`src/logic/ump_pkg.sv`:
```
// Constants shared by the host and modem pin logic of the UART.
// Assumes a single 100 MHz clock and synchronous pin inputs.
package ump_pkg;
    localparam int ADDR_W = 3;
    localparam int DATA_W = 8;
    localparam int LINES = 3;

    // Register offsets on the three address pins
    localparam logic [ADDR_W-1:0] IER_ADDR = 3'h1;
    localparam logic [ADDR_W-1:0] MCR_ADDR = 3'h4;
    localparam logic [ADDR_W-1:0] MSR_ADDR = 3'h6;

    // Field positions
    localparam int IER_MODEM_BIT = 3;
    localparam int MCR_DTR_BIT = 0;
    localparam int MCR_LOOP_BIT = 4;
    localparam int MSR_RING_TRAIL_BIT = 2;
    localparam int MSR_RING_BIT = 6;

    // Modem line indices and where each lands in the status register
    localparam int LINE_CTS = 0;
    localparam int LINE_DSR = 1;
    localparam int LINE_DCD = 2;
    localparam int MSR_DELTA_POS [0:LINES-1] = '{0, 1, 3};
    localparam int MSR_LEVEL_POS [0:LINES-1] = '{4, 5, 7};

    // Reset values
    localparam logic [DATA_W-1:0] DATA_RESET = 8'h00;
    localparam logic [ADDR_W-1:0] ADDR_RESET = 3'h0;
    localparam logic [LINES-1:0] LINES_IDLE_N = 3'h7;
    localparam logic [LINES-1:0] FLAGS_RESET = 3'h0;

    typedef enum logic [1:0] {
        BUS_IDLE,
        BUS_READ,
        BUS_WRITE
    } ump_bus_state_t;
endpackage

```
`src/logic/ump_link_if.sv`:
```
// Carrier between the pin logic top, its select latch and its modem status block.
// Assumes all three modules share one clock.
`timescale 1ns/1ps
interface ump_link_if;
    logic selected;
    logic [ump_pkg::ADDR_W-1:0] reg_addr;
    logic msr_clear;
    logic [ump_pkg::LINES-1:0] line_changed;
    logic [ump_pkg::DATA_W-1:0] msr_value;

    modport latch (output selected, output reg_addr);
    modport status (input msr_clear, output line_changed, output msr_value);
    modport core (input selected, input reg_addr, output msr_clear,
        input line_changed, input msr_value);
endinterface

```
`src/logic/ump_select_latch.sv`:
```
// Chip select decode and address strobe hold for the host port.
// Assumes select, address and strobe pins are synchronous to clock_in.
`timescale 1ns/1ps
module ump_select_latch (
    input wire logic clock_in,
    input wire logic rst_in,
    input wire logic address_latch_strobe_n_in,
    input wire logic select_in_high_a_in,
    input wire logic select_in_high_b_in,
    input wire logic select_in_low_n_in,
    input wire logic [ump_pkg::ADDR_W-1:0] addr_in,
    ump_link_if.latch link
);
    logic live_sel;
    logic sel_held_reg;
    logic [ump_pkg::ADDR_W-1:0] addr_held_reg;

    // All three selects must agree; any inactive one deselects
    assign live_sel = select_in_high_a_in & select_in_high_b_in & ~select_in_low_n_in;

    // Held copy tracks the pins while the strobe is low, so it freezes at the rising edge
    always_ff @(posedge clock_in or posedge rst_in) begin
        if (rst_in) begin
            sel_held_reg <= 1'b0;
            addr_held_reg <= ump_pkg::ADDR_RESET;
        end else if (!address_latch_strobe_n_in) begin
            sel_held_reg <= live_sel;
            addr_held_reg <= addr_in;
        end
    end

    assign link.selected = address_latch_strobe_n_in ? sel_held_reg : live_sel;
    assign link.reg_addr = address_latch_strobe_n_in ? addr_held_reg : addr_in;
endmodule

```
`src/logic/ump_modem_status.sv`:
```
// Modem line level and change flags, packed as the modem status byte.
// Assumes modem lines are synchronous, active low, and idle high.
`timescale 1ns/1ps
module ump_modem_status (
    input wire logic clock_in,
    input wire logic rst_in,
    input wire logic [ump_pkg::LINES-1:0] line_n_in,
    ump_link_if.status link
);
    logic armed_reg;
    logic [ump_pkg::LINES-1:0] prev_reg;
    logic [ump_pkg::LINES-1:0] delta_reg;
    logic [ump_pkg::LINES-1:0] delta_next;

    // First cycle after reset only samples, so a line already low is not a change
    always_ff @(posedge clock_in or posedge rst_in) begin
        if (rst_in) begin
            armed_reg <= 1'b0;
            prev_reg <= ump_pkg::LINES_IDLE_N;
            delta_reg <= ump_pkg::FLAGS_RESET;
        end else begin
            armed_reg <= 1'b1;
            prev_reg <= line_n_in;
            delta_reg <= delta_next;
        end
    end

    genvar i;
    generate
        for (i = 0; i < ump_pkg::LINES; i++) begin : g_line
            // A new change wins over the clear of the same cycle
            assign delta_next[i] = (armed_reg & (line_n_in[i] != prev_reg[i]))
                | (delta_reg[i] & ~link.msr_clear);
            assign link.msr_value[ump_pkg::MSR_DELTA_POS[i]] = delta_reg[i];
            assign link.msr_value[ump_pkg::MSR_LEVEL_POS[i]] = ~line_n_in[i];
        end
    endgenerate

    // Ring indicator is not handled here
    assign link.msr_value[ump_pkg::MSR_RING_TRAIL_BIT] = 1'b0;
    assign link.msr_value[ump_pkg::MSR_RING_BIT] = 1'b0;
    assign link.line_changed = delta_reg;
endmodule

```
`src/logic/ump_host_pins.sv`:
```
// Host bus and modem handshake pin logic of a single-channel UART.
// Assumes the surrounding UART supplies the serial core's status and read data,
// and that all pins are synchronous to clock_in.
//
// Functional notes
// - Selected when both highs high, low low
// - Any inactive select ignores host cycles
// - Status bit 4 shows clear-to-send level
// - Status bit 0 flags clear-to-send change
// - Clear-to-send change interrupts when enabled, unless auto mode
// - Auto mode: clear-to-send gates transmitter
// - Eight-bit data bus driven only on reads
// - Status bit 7 shows carrier level
// - Status bit 3 flags carrier change
// - Carrier or set-ready change interrupts when enabled
// - Status bit 5 shows data-set-ready level
// - Status bit 1 flags data-set-ready change
// - Transceiver disable low except during reads
// - Terminal-ready active when control bit set
// - Terminal-ready inactive: reset, loopback, bit clear
// - Interrupt high while any condition pending
// - Interrupt sources: errors, data, timeout, empty, modem
// - Interrupt drops once serviced or reset
// - Strobe low passes selects; rising edge holds
`timescale 1ns/1ps
module ump_host_pins (
    input wire logic clock_in,
    input wire logic rst_in,
    input wire logic select_in_high_a_in,
    input wire logic select_in_high_b_in,
    input wire logic select_in_low_n_in,
    input wire logic address_latch_strobe_n_in,
    input wire logic [ump_pkg::ADDR_W-1:0] addr_in,
    input wire logic read_n_in,
    input wire logic write_n_in,
    input wire logic [ump_pkg::DATA_W-1:0] data_in,
    output logic [ump_pkg::DATA_W-1:0] data_out,
    output logic data_oe_n_out,
    output logic transceiver_off_n_out,
    input wire logic cts_n_in,
    input wire logic dsr_n_in,
    input wire logic dcd_n_in,
    output logic dtr_n_out,
    input wire logic auto_cts_en_in,
    output logic tx_allowed_out,
    input wire logic rx_error_in,
    input wire logic rx_data_avail_in,
    input wire logic rx_timeout_in,
    input wire logic fifo_mode_in,
    input wire logic thr_empty_in,
    input wire logic [ump_pkg::DATA_W-1:0] core_read_data_in,
    output logic [ump_pkg::ADDR_W-1:0] core_addr_out,
    output logic core_read_out,
    output logic core_write_out,
    output logic [ump_pkg::DATA_W-1:0] core_write_data_out,
    output logic loopback_out,
    output logic int_out
);
    ump_link_if link ();

    ump_pkg::ump_bus_state_t bus_state_reg;
    ump_pkg::ump_bus_state_t bus_state_next;
    logic read_act;
    logic write_act;
    logic read_start;
    logic write_start;
    logic msr_hit;
    logic mcr_hit;
    logic ier_hit;
    logic [ump_pkg::DATA_W-1:0] read_value;
    logic [ump_pkg::DATA_W-1:0] data_reg;
    logic [ump_pkg::ADDR_W-1:0] core_addr_reg;
    logic core_read_reg;
    logic core_write_reg;
    logic [ump_pkg::DATA_W-1:0] core_wdata_reg;
    logic dtr_bit_reg;
    logic loop_bit_reg;
    logic modem_int_en_reg;
    logic cts_irq;
    logic modem_irq;
    logic int_next;
    logic int_reg;

    ump_select_latch u_select (
        .clock_in(clock_in),
        .rst_in(rst_in),
        .address_latch_strobe_n_in(address_latch_strobe_n_in),
        .select_in_high_a_in(select_in_high_a_in),
        .select_in_high_b_in(select_in_high_b_in),
        .select_in_low_n_in(select_in_low_n_in),
        .addr_in(addr_in),
        .link(link.latch)
    );

    ump_modem_status u_status (
        .clock_in(clock_in),
        .rst_in(rst_in),
        .line_n_in({dcd_n_in, dsr_n_in, cts_n_in}),
        .link(link.status)
    );

    // Host cycles only count while selected
    assign read_act = link.selected & ~read_n_in;
    assign write_act = link.selected & ~write_n_in;
    assign read_start = (bus_state_reg == ump_pkg::BUS_IDLE) & read_act;
    assign write_start = (bus_state_reg == ump_pkg::BUS_IDLE) & write_act & ~read_act;

    assign msr_hit = link.reg_addr == ump_pkg::MSR_ADDR;
    assign mcr_hit = link.reg_addr == ump_pkg::MCR_ADDR;
    assign ier_hit = link.reg_addr == ump_pkg::IER_ADDR;

    // One action per strobe: a long read still clears the flags only once
    always_comb begin
        bus_state_next = bus_state_reg;
        case (bus_state_reg)
            ump_pkg::BUS_IDLE: begin
                if (read_act) begin
                    bus_state_next = ump_pkg::BUS_READ;
                end else if (write_act) begin
                    bus_state_next = ump_pkg::BUS_WRITE;
                end
            end
            ump_pkg::BUS_READ: begin
                if (!read_act) begin
                    bus_state_next = ump_pkg::BUS_IDLE;
                end
            end
            ump_pkg::BUS_WRITE: begin
                if (!write_act) begin
                    bus_state_next = ump_pkg::BUS_IDLE;
                end
            end
            default: begin
                bus_state_next = ump_pkg::BUS_IDLE;
            end
        endcase
    end

    always_ff @(posedge clock_in or posedge rst_in) begin
        if (rst_in) begin
            bus_state_reg <= ump_pkg::BUS_IDLE;
        end else begin
            bus_state_reg <= bus_state_next;
        end
    end

    // Data captured at the same edge that clears the flags, so the read sees them set
    assign link.msr_clear = read_start & msr_hit;
    assign read_value = msr_hit ? link.msr_value : core_read_data_in;

    always_ff @(posedge clock_in or posedge rst_in) begin
        if (rst_in) begin
            data_reg <= ump_pkg::DATA_RESET;
        end else if (read_start) begin
            data_reg <= read_value;
        end
    end

    assign data_out = data_reg;
    assign data_oe_n_out = ~read_act;
    assign transceiver_off_n_out = read_act;

    // Local control bits mirrored from host writes
    always_ff @(posedge clock_in or posedge rst_in) begin
        if (rst_in) begin
            dtr_bit_reg <= 1'b0;
            loop_bit_reg <= 1'b0;
            modem_int_en_reg <= 1'b0;
        end else if (write_start && mcr_hit) begin
            dtr_bit_reg <= data_in[ump_pkg::MCR_DTR_BIT];
            loop_bit_reg <= data_in[ump_pkg::MCR_LOOP_BIT];
        end else if (write_start && ier_hit) begin
            modem_int_en_reg <= data_in[ump_pkg::IER_MODEM_BIT];
        end
    end

    assign dtr_n_out = ~(dtr_bit_reg & ~loop_bit_reg);
    assign loopback_out = loop_bit_reg;
    assign tx_allowed_out = ~auto_cts_en_in | ~cts_n_in;

    // Hand-off of every selected cycle to the serial core
    always_ff @(posedge clock_in or posedge rst_in) begin
        if (rst_in) begin
            core_addr_reg <= ump_pkg::ADDR_RESET;
            core_read_reg <= 1'b0;
            core_write_reg <= 1'b0;
            core_wdata_reg <= ump_pkg::DATA_RESET;
        end else begin
            core_read_reg <= read_start;
            core_write_reg <= write_start;
            if (read_start || write_start) begin
                core_addr_reg <= link.reg_addr;
                core_wdata_reg <= data_in;
            end
        end
    end

    assign core_addr_out = core_addr_reg;
    assign core_read_out = core_read_reg;
    assign core_write_out = core_write_reg;
    assign core_write_data_out = core_wdata_reg;

    // The clear-to-send flag still records changes in auto mode, it just stays quiet
    assign cts_irq = link.line_changed[ump_pkg::LINE_CTS] & ~auto_cts_en_in;
    assign modem_irq = modem_int_en_reg & (cts_irq
        | link.line_changed[ump_pkg::LINE_DSR]
        | link.line_changed[ump_pkg::LINE_DCD]);
    assign int_next = rx_error_in | rx_data_avail_in | (rx_timeout_in & fifo_mode_in)
        | thr_empty_in | modem_irq;

    always_ff @(posedge clock_in or posedge rst_in) begin
        if (rst_in) begin
            int_reg <= 1'b0;
        end else begin
            int_reg <= int_next;
        end
    end

    assign int_out = int_reg;
endmodule

```
`config.mk`:
```
export PLATFORM = sky130hd
export DESIGN_NAME = ump_host_pins
export DESIGN_NICKNAME = d
export VERILOG_FILES = /design/src/logic/ump_pkg.sv /design/src/logic/ump_link_if.sv /design/src/logic/ump_select_latch.sv /design/src/logic/ump_modem_status.sv /design/src/logic/ump_host_pins.sv
export SDC_FILE = /design/constraint.sdc
export NUM_CORES = 1
export LEC_CHECK = 0
export ABC_CLOCK_PERIOD_IN_PS = 3000
export BUFFER_PORTS_ARGS = -buffer_cell sky130_fd_sc_hd__buf_2
export CORE_ASPECT_RATIO = 0.75
export CORE_MARGIN = 5
export CORE_UTILIZATION = 47
export CTS_CLUSTER_SIZE = 16
export DETAILED_ROUTE_END_ITERATION = 6
export GPL_ROUTABILITY_DRIVEN = 0
export PLACE_DENSITY = 0.77
export SETUP_SLACK_MARGIN = 0.5
export SYNTH_ARGS = -nofsm -noshare
export SYNTH_HDL_FRONTEND = slang
export SYNTH_SLANG_ARGS = --single-unit
```
`constraint.sdc`:
```
create_clock -name clock_in -period 3 [get_ports clock_in]
set_input_delay 0.6 -clock clock_in [delete_from_list [all_inputs] [get_ports clock_in]]
set_output_delay 0.6 -clock clock_in [all_outputs]
set_load 0.1 [all_outputs]
```
Word level (Yosys, flattened, before mapping). Index checks and enable logic that the tools add are counted.

Register bits: 38. Input port bits: 36. Word-level logic and storage cells: 80.

Mux-type cells: 8. Reduce and logical (&&, ||, !) cells: 6. Bitwise gates (word level): 40. Equal/unequal tests: 11.

Operator list (count): bitwise AND 1 bit (18); NOT 1 bit (12); bitwise OR 1 bit (10); two-way mux 2 bit (4); two-way mux 8 bit (1); equality test 3 bit (second input constant) (2); case mux 2 bit (3 select lines) (1); != test 2 bit (second input constant) (2); equality test 3 x 1 -> 1 bit (second input constant) (1); two-way mux 3 bit (1); != test 1 bit (3); != test 3 bit (second input constant) (1); AND reduction 3 bit (1); equality test 2 x 1 -> 1 bit (second input constant) (1); equality test 2 bit (second input constant) (1); logical AND 1 bit (2); logical NOT 2 bit (1); AND reduction 2 bit (1); logical OR 1 bit (1); two-way mux 1 bit (1).

Logic depth before layout (Yosys ltp).
Depth in word-level cells: 9. Depth in mapped cells: 7. Depth with buffers taken out: 5.

Modules after synthesis. From an unflattened synthesis, not the netlist that was laid out.

Cell total of the unflattened synthesis: 137. Area, all modules: 1620.3 µm².

Modules (own cells, without submodules): ump_host_pins (times used 1, area each 1171.1 µm², cells an instance 101); ump_modem_status (times used 1, area each 295.3 µm², cells an instance 25); ump_select_latch (times used 1, area each 153.9 µm², cells an instance 11).

Worst setup path after synthesis. Ideal clock, no wire load.

Path kind: input -> output. Start: in address_latch_strobe_n_in. End: out transceiver_off_n_out. Stages: 6. Slack: -0.164 ns. Data arrival time: 2.564 ns. Buffers on the path: 1. Cell sequence: buf_6 and4bb_1 nor2_2 inv_2 or2b_1 inv_1.

Longest elaborated chain between the ends: 2.

Ends and longest elaborated chain: from (decl) (RTL line ump_host_pins.sv:32) `input wire logic address_latch_strobe_n_in,`; two-way mux 1 bit (RTL line ump_select_latch.sv:32) `assign link.selected = address_latch_strobe_n_in ? sel_held_reg : live_sel;`; via link.selected (RTL line ump_link_if.sv:5) `logic selected;`; bitwise AND 1 bit (RTL line ump_host_pins.sv:103) `assign read_act = link.selected & ~read_n_in;`; to (decl) (RTL line ump_host_pins.sv:39) `output logic transceiver_off_n_out,`.

The timed path passes the listed nets, and every way through them passes these cells.

Worst setup path after layout. Ends and elaborated chain as after synthesis.

==> flow_summary_export.csv <==
group,metric,value,unit
timing,grt_setup_unrepaired,"false",
global_route,grt_pass1_vias,1241,
timing,finalClockSkew,0.00540,ns
cells_and_area,area_growth,28.8,%
critical_path,cp_cell_sequence,"buf_2 > and4bb_1 > nor2_2 > inv_2 > or2b_4 > clkinvlp_4 > buf_6",
synthesis,synth_xor_area_frac,0.0161,
synthesis,yosys.area_share.simple,0.127,
die,ios,63,
cells_and_area,final_util,0.637,
timing,relSlewSlack,0.530,
timing,finalCriticalPeriod,2.39,ns
synthesis,syn_inst,134,
critical_path,worstPathRequired,2.40,ns
timing,hold_violations,0,
critical_path,crit_fanout,9,
synthesis,synth_sequential_area_ratio,0.583,
die,die_x,78.1,um
synthesis,synth_edf_count,0,
critical_path,reg2reg_from,"bus_state_reg[1]$_DFFE_PP0P_",
cells_and_area,final_cell_mix,"buf_2 (60), dfrtp_1 (35), nand2_1 (19), mux2_4 (10), o21ai_0 (10)",
drt,viasPerCell,5.01,
synthesis,synthArstFlopShare,1.00,
timing,setup_viol,0,
outcome,status,"completed",
synthesis,synth-compound-area-share,0.0657,
critical_path,crit_end,"transceiver_off_n_out",
timing,finalCritPeriodShare,0.796,
power_and_ir_drop,power_density,936,mW/mm2
cells_and_area,final_common_cell,"buf_2",
clock_network,cts_setup_buffers,0,
worst_hold_path,hp-class,"primary input to async pin",
job,maxCapViolations,0,
global_route,grt_first_pass_wirelength,5840,um
synthesis,synth-main-ff-cell,"dfrtp_1",
die,fp.dieH,61.1,um
synthesis,syn-num-nets,170,
critical_path,rr_endpoint,"modem_int_en_reg$_DFFE_PP0P_",
placed_design,dp_hpwl,2850,um
drt,drt_first_pass_iters,4,
synthesis,syn_area,0.00164,mm2
clock_network,h-tree-depth,2,
cells_and_area,fin_area,0.00211,mm2
die,core-area,0.00331,mm2
synthesis,syn_area_per_cell,12.2,um2
drt,wl_per_cell,14.8,um
global_route,globalRouteTotalUtil,0.157,
global_route,antenna_found_initial,0,
die,start_util,0.494,
clock_network,cts_tree,"done",
synthesis,synth_mux_area_frac,0.169,
timing,fmax,419,MHz
timing,setup_tns,0,ns
critical_path,path_class,"primary input to output pin",
die,dieArea,0.00477,mm2
power_and_ir_drop,p_leak,1.10,nW
timing,tightest_slew,0.704,ns
power_and_ir_drop,vdd.ir_drop.worst,0.446,mV
drt,drt_iter0_drc,44,
critical_path,r2r_slack,1.26,ns
cells_and_area,drive_above_1_share,0.475,
cells_and_area,antenna_cells,0,
synthesis,ys_ff_latch,38,
clock_network,cts_buffers,5,
critical_path,rr_worst_depth,4,
clock_network,cts.path.max_buffers,2,
timing,maxSlewViolCount,0,
global_route,grt_start_max_net_pins,21,
critical_path,worstPathArrival,1.79,ns
placed_design,post_dp_cell_area,0.00199,mm2
synthesis,ys_warn_count,0,
drt,drc,0,
cells_and_area,final_nets,237,
critical_path,endpoint_kind,"output pin",
clock_network,clock_sinks,38,
critical_path,crit_slowest_cell,"and4bb_1",
synthesis,synth_top_family_by_area,"multiplexers",
clock_network,cts-root-buf,"clkbuf_8",
placed_design,io_buffers,62,
critical_path,cp-startpoint,"address_latch_strobe_n_in",
clock_network,clk_pin_slew_worst_paths,0.07,ns
drt,antenna_left,0,
synthesis,ys_types,33,
drt,via_count,1212,
global_route,gr-total-overflow,0,
drt,routed_wl,3590,um
die,num_rows,18,
critical_path,cp_slowest_stage_delay,0.31,ns
synthesis,synth-adder-area-share,0,
clock_network,insertion_delay,0.28,ns
critical_path,crit_path_start_kind,"primary input",
## synthesized netlist by cell type, drive strengths merged (2+ instances only)
cell type | number | area share
dfrtp | 35 | 0.54
nand2 | 20 | 0.047
mux2 | 15 | 0.13
o21ai | 13 | 0.042
inv | 8 | 0.018
mux2i | 7 | 0.043
nor2 | 4 | 0.011
and2 | 3 | 0.011
dfstp | 3 | 0.048
nand2b | 3 | 0.011
xor2 | 3 | 0.016
buf | 2 | 0.014
clkbuf | 2 | 0.0046
nor4 | 2 | 0.0076
o31ai | 2 | 0.0092
## kinds of logic after synthesis
| kind of cell | count (synthesis) |
|---|---|
| buf+inv | 12 |
| compound gates | 18 |
| mux | 22 |
| other cells | 1 |
| simple gates | 40 |
| xor+xnor | 3 |
| flops | 38 |
## worst max-delay path, delay by kind of cell
family        cells  cell delay, ns
buf+inv           4            0.53
simple gates      3            0.66
## layer usage
metal / global-route usage / wire length (um)
met5: 0 / 0
met4: 0.0795 / 96
met3: 0.0468 / 202
met1: 0.189 / 1500
met2: 0.261 / 1790
## power by group
part | leakage (nW) | internal (mW) | switching (mW) | total (mW)
logic | 0.591 | 0.169 | 0.748 | 0.918
registers | 0.456 | 0.608 | 0.0511 | 0.659
clock network | 0.0575 | 0.232 | 0.165 | 0.397
total | 1.10 | 1.01 | 0.965 | 1.97
## worst min path at each step
stage	slack, ns	startpoint	end	cells after the start
finish	0.42	rst_in	data_out[0]$_DFFE_PP0P_	2
global placement	0.46	data_out[6]$_DFFE_PP0P_	data_out[6]$_DFFE_PP0P_	2
detailed placement	0.47	data_out[4]$_DFFE_PP0P_	data_out[4]$_DFFE_PP0P_	2
floorplan	0.46	bus_state_reg[0]$_DFFE_PP0P_	bus_state_reg[1]$_DFFE_PP0P_	1
CTS	0.44	rst_in	int_out$_DFF_PP0_	2
global route	0.43	dsr_n_in	u_status.prev_reg[1]$_DFF_PP1_	1
## cell type report
| cell class | count | area [um2] |
|---|---|---|
| fillers | 270 | 1200 |
| well taps | 40 | 50.0 |
| flip-flops and latches | 38 | 955 |
| repair buffers | 64 | 334 |
| inverters | 8 | 33.8 |
| clock buffers | 8 | 110 |
| multi-input cells | 84 | 626 |
## per-stage QoR
| step | total power, mW | hold WS [ns] | setup WS, ns | instances |
|---|---|---|---|---|
| floorplan | 1.43 | 0.458 | 0.383 | 134 |
| global placement | 1.57 | 0.457 | 0.452 | 234 |
| detailed placement | 1.59 | 0.468 | 0.419 | 234 |
| CTS | 1.99 | 0.437 | 0.541 | 242 |
| global route | 2.05 | 0.430 | 0.540 | 242 |
| finish | 1.97 | 0.418 | 0.611 | 242 |
## what timing repair did
item,4_1_cts,5_1_grt
pin swaps,0,0
resized for setup,2,1
hold buffers,0,0
endpoints found under the setup margin,2,1
Power figures use the tool's default switching activity.
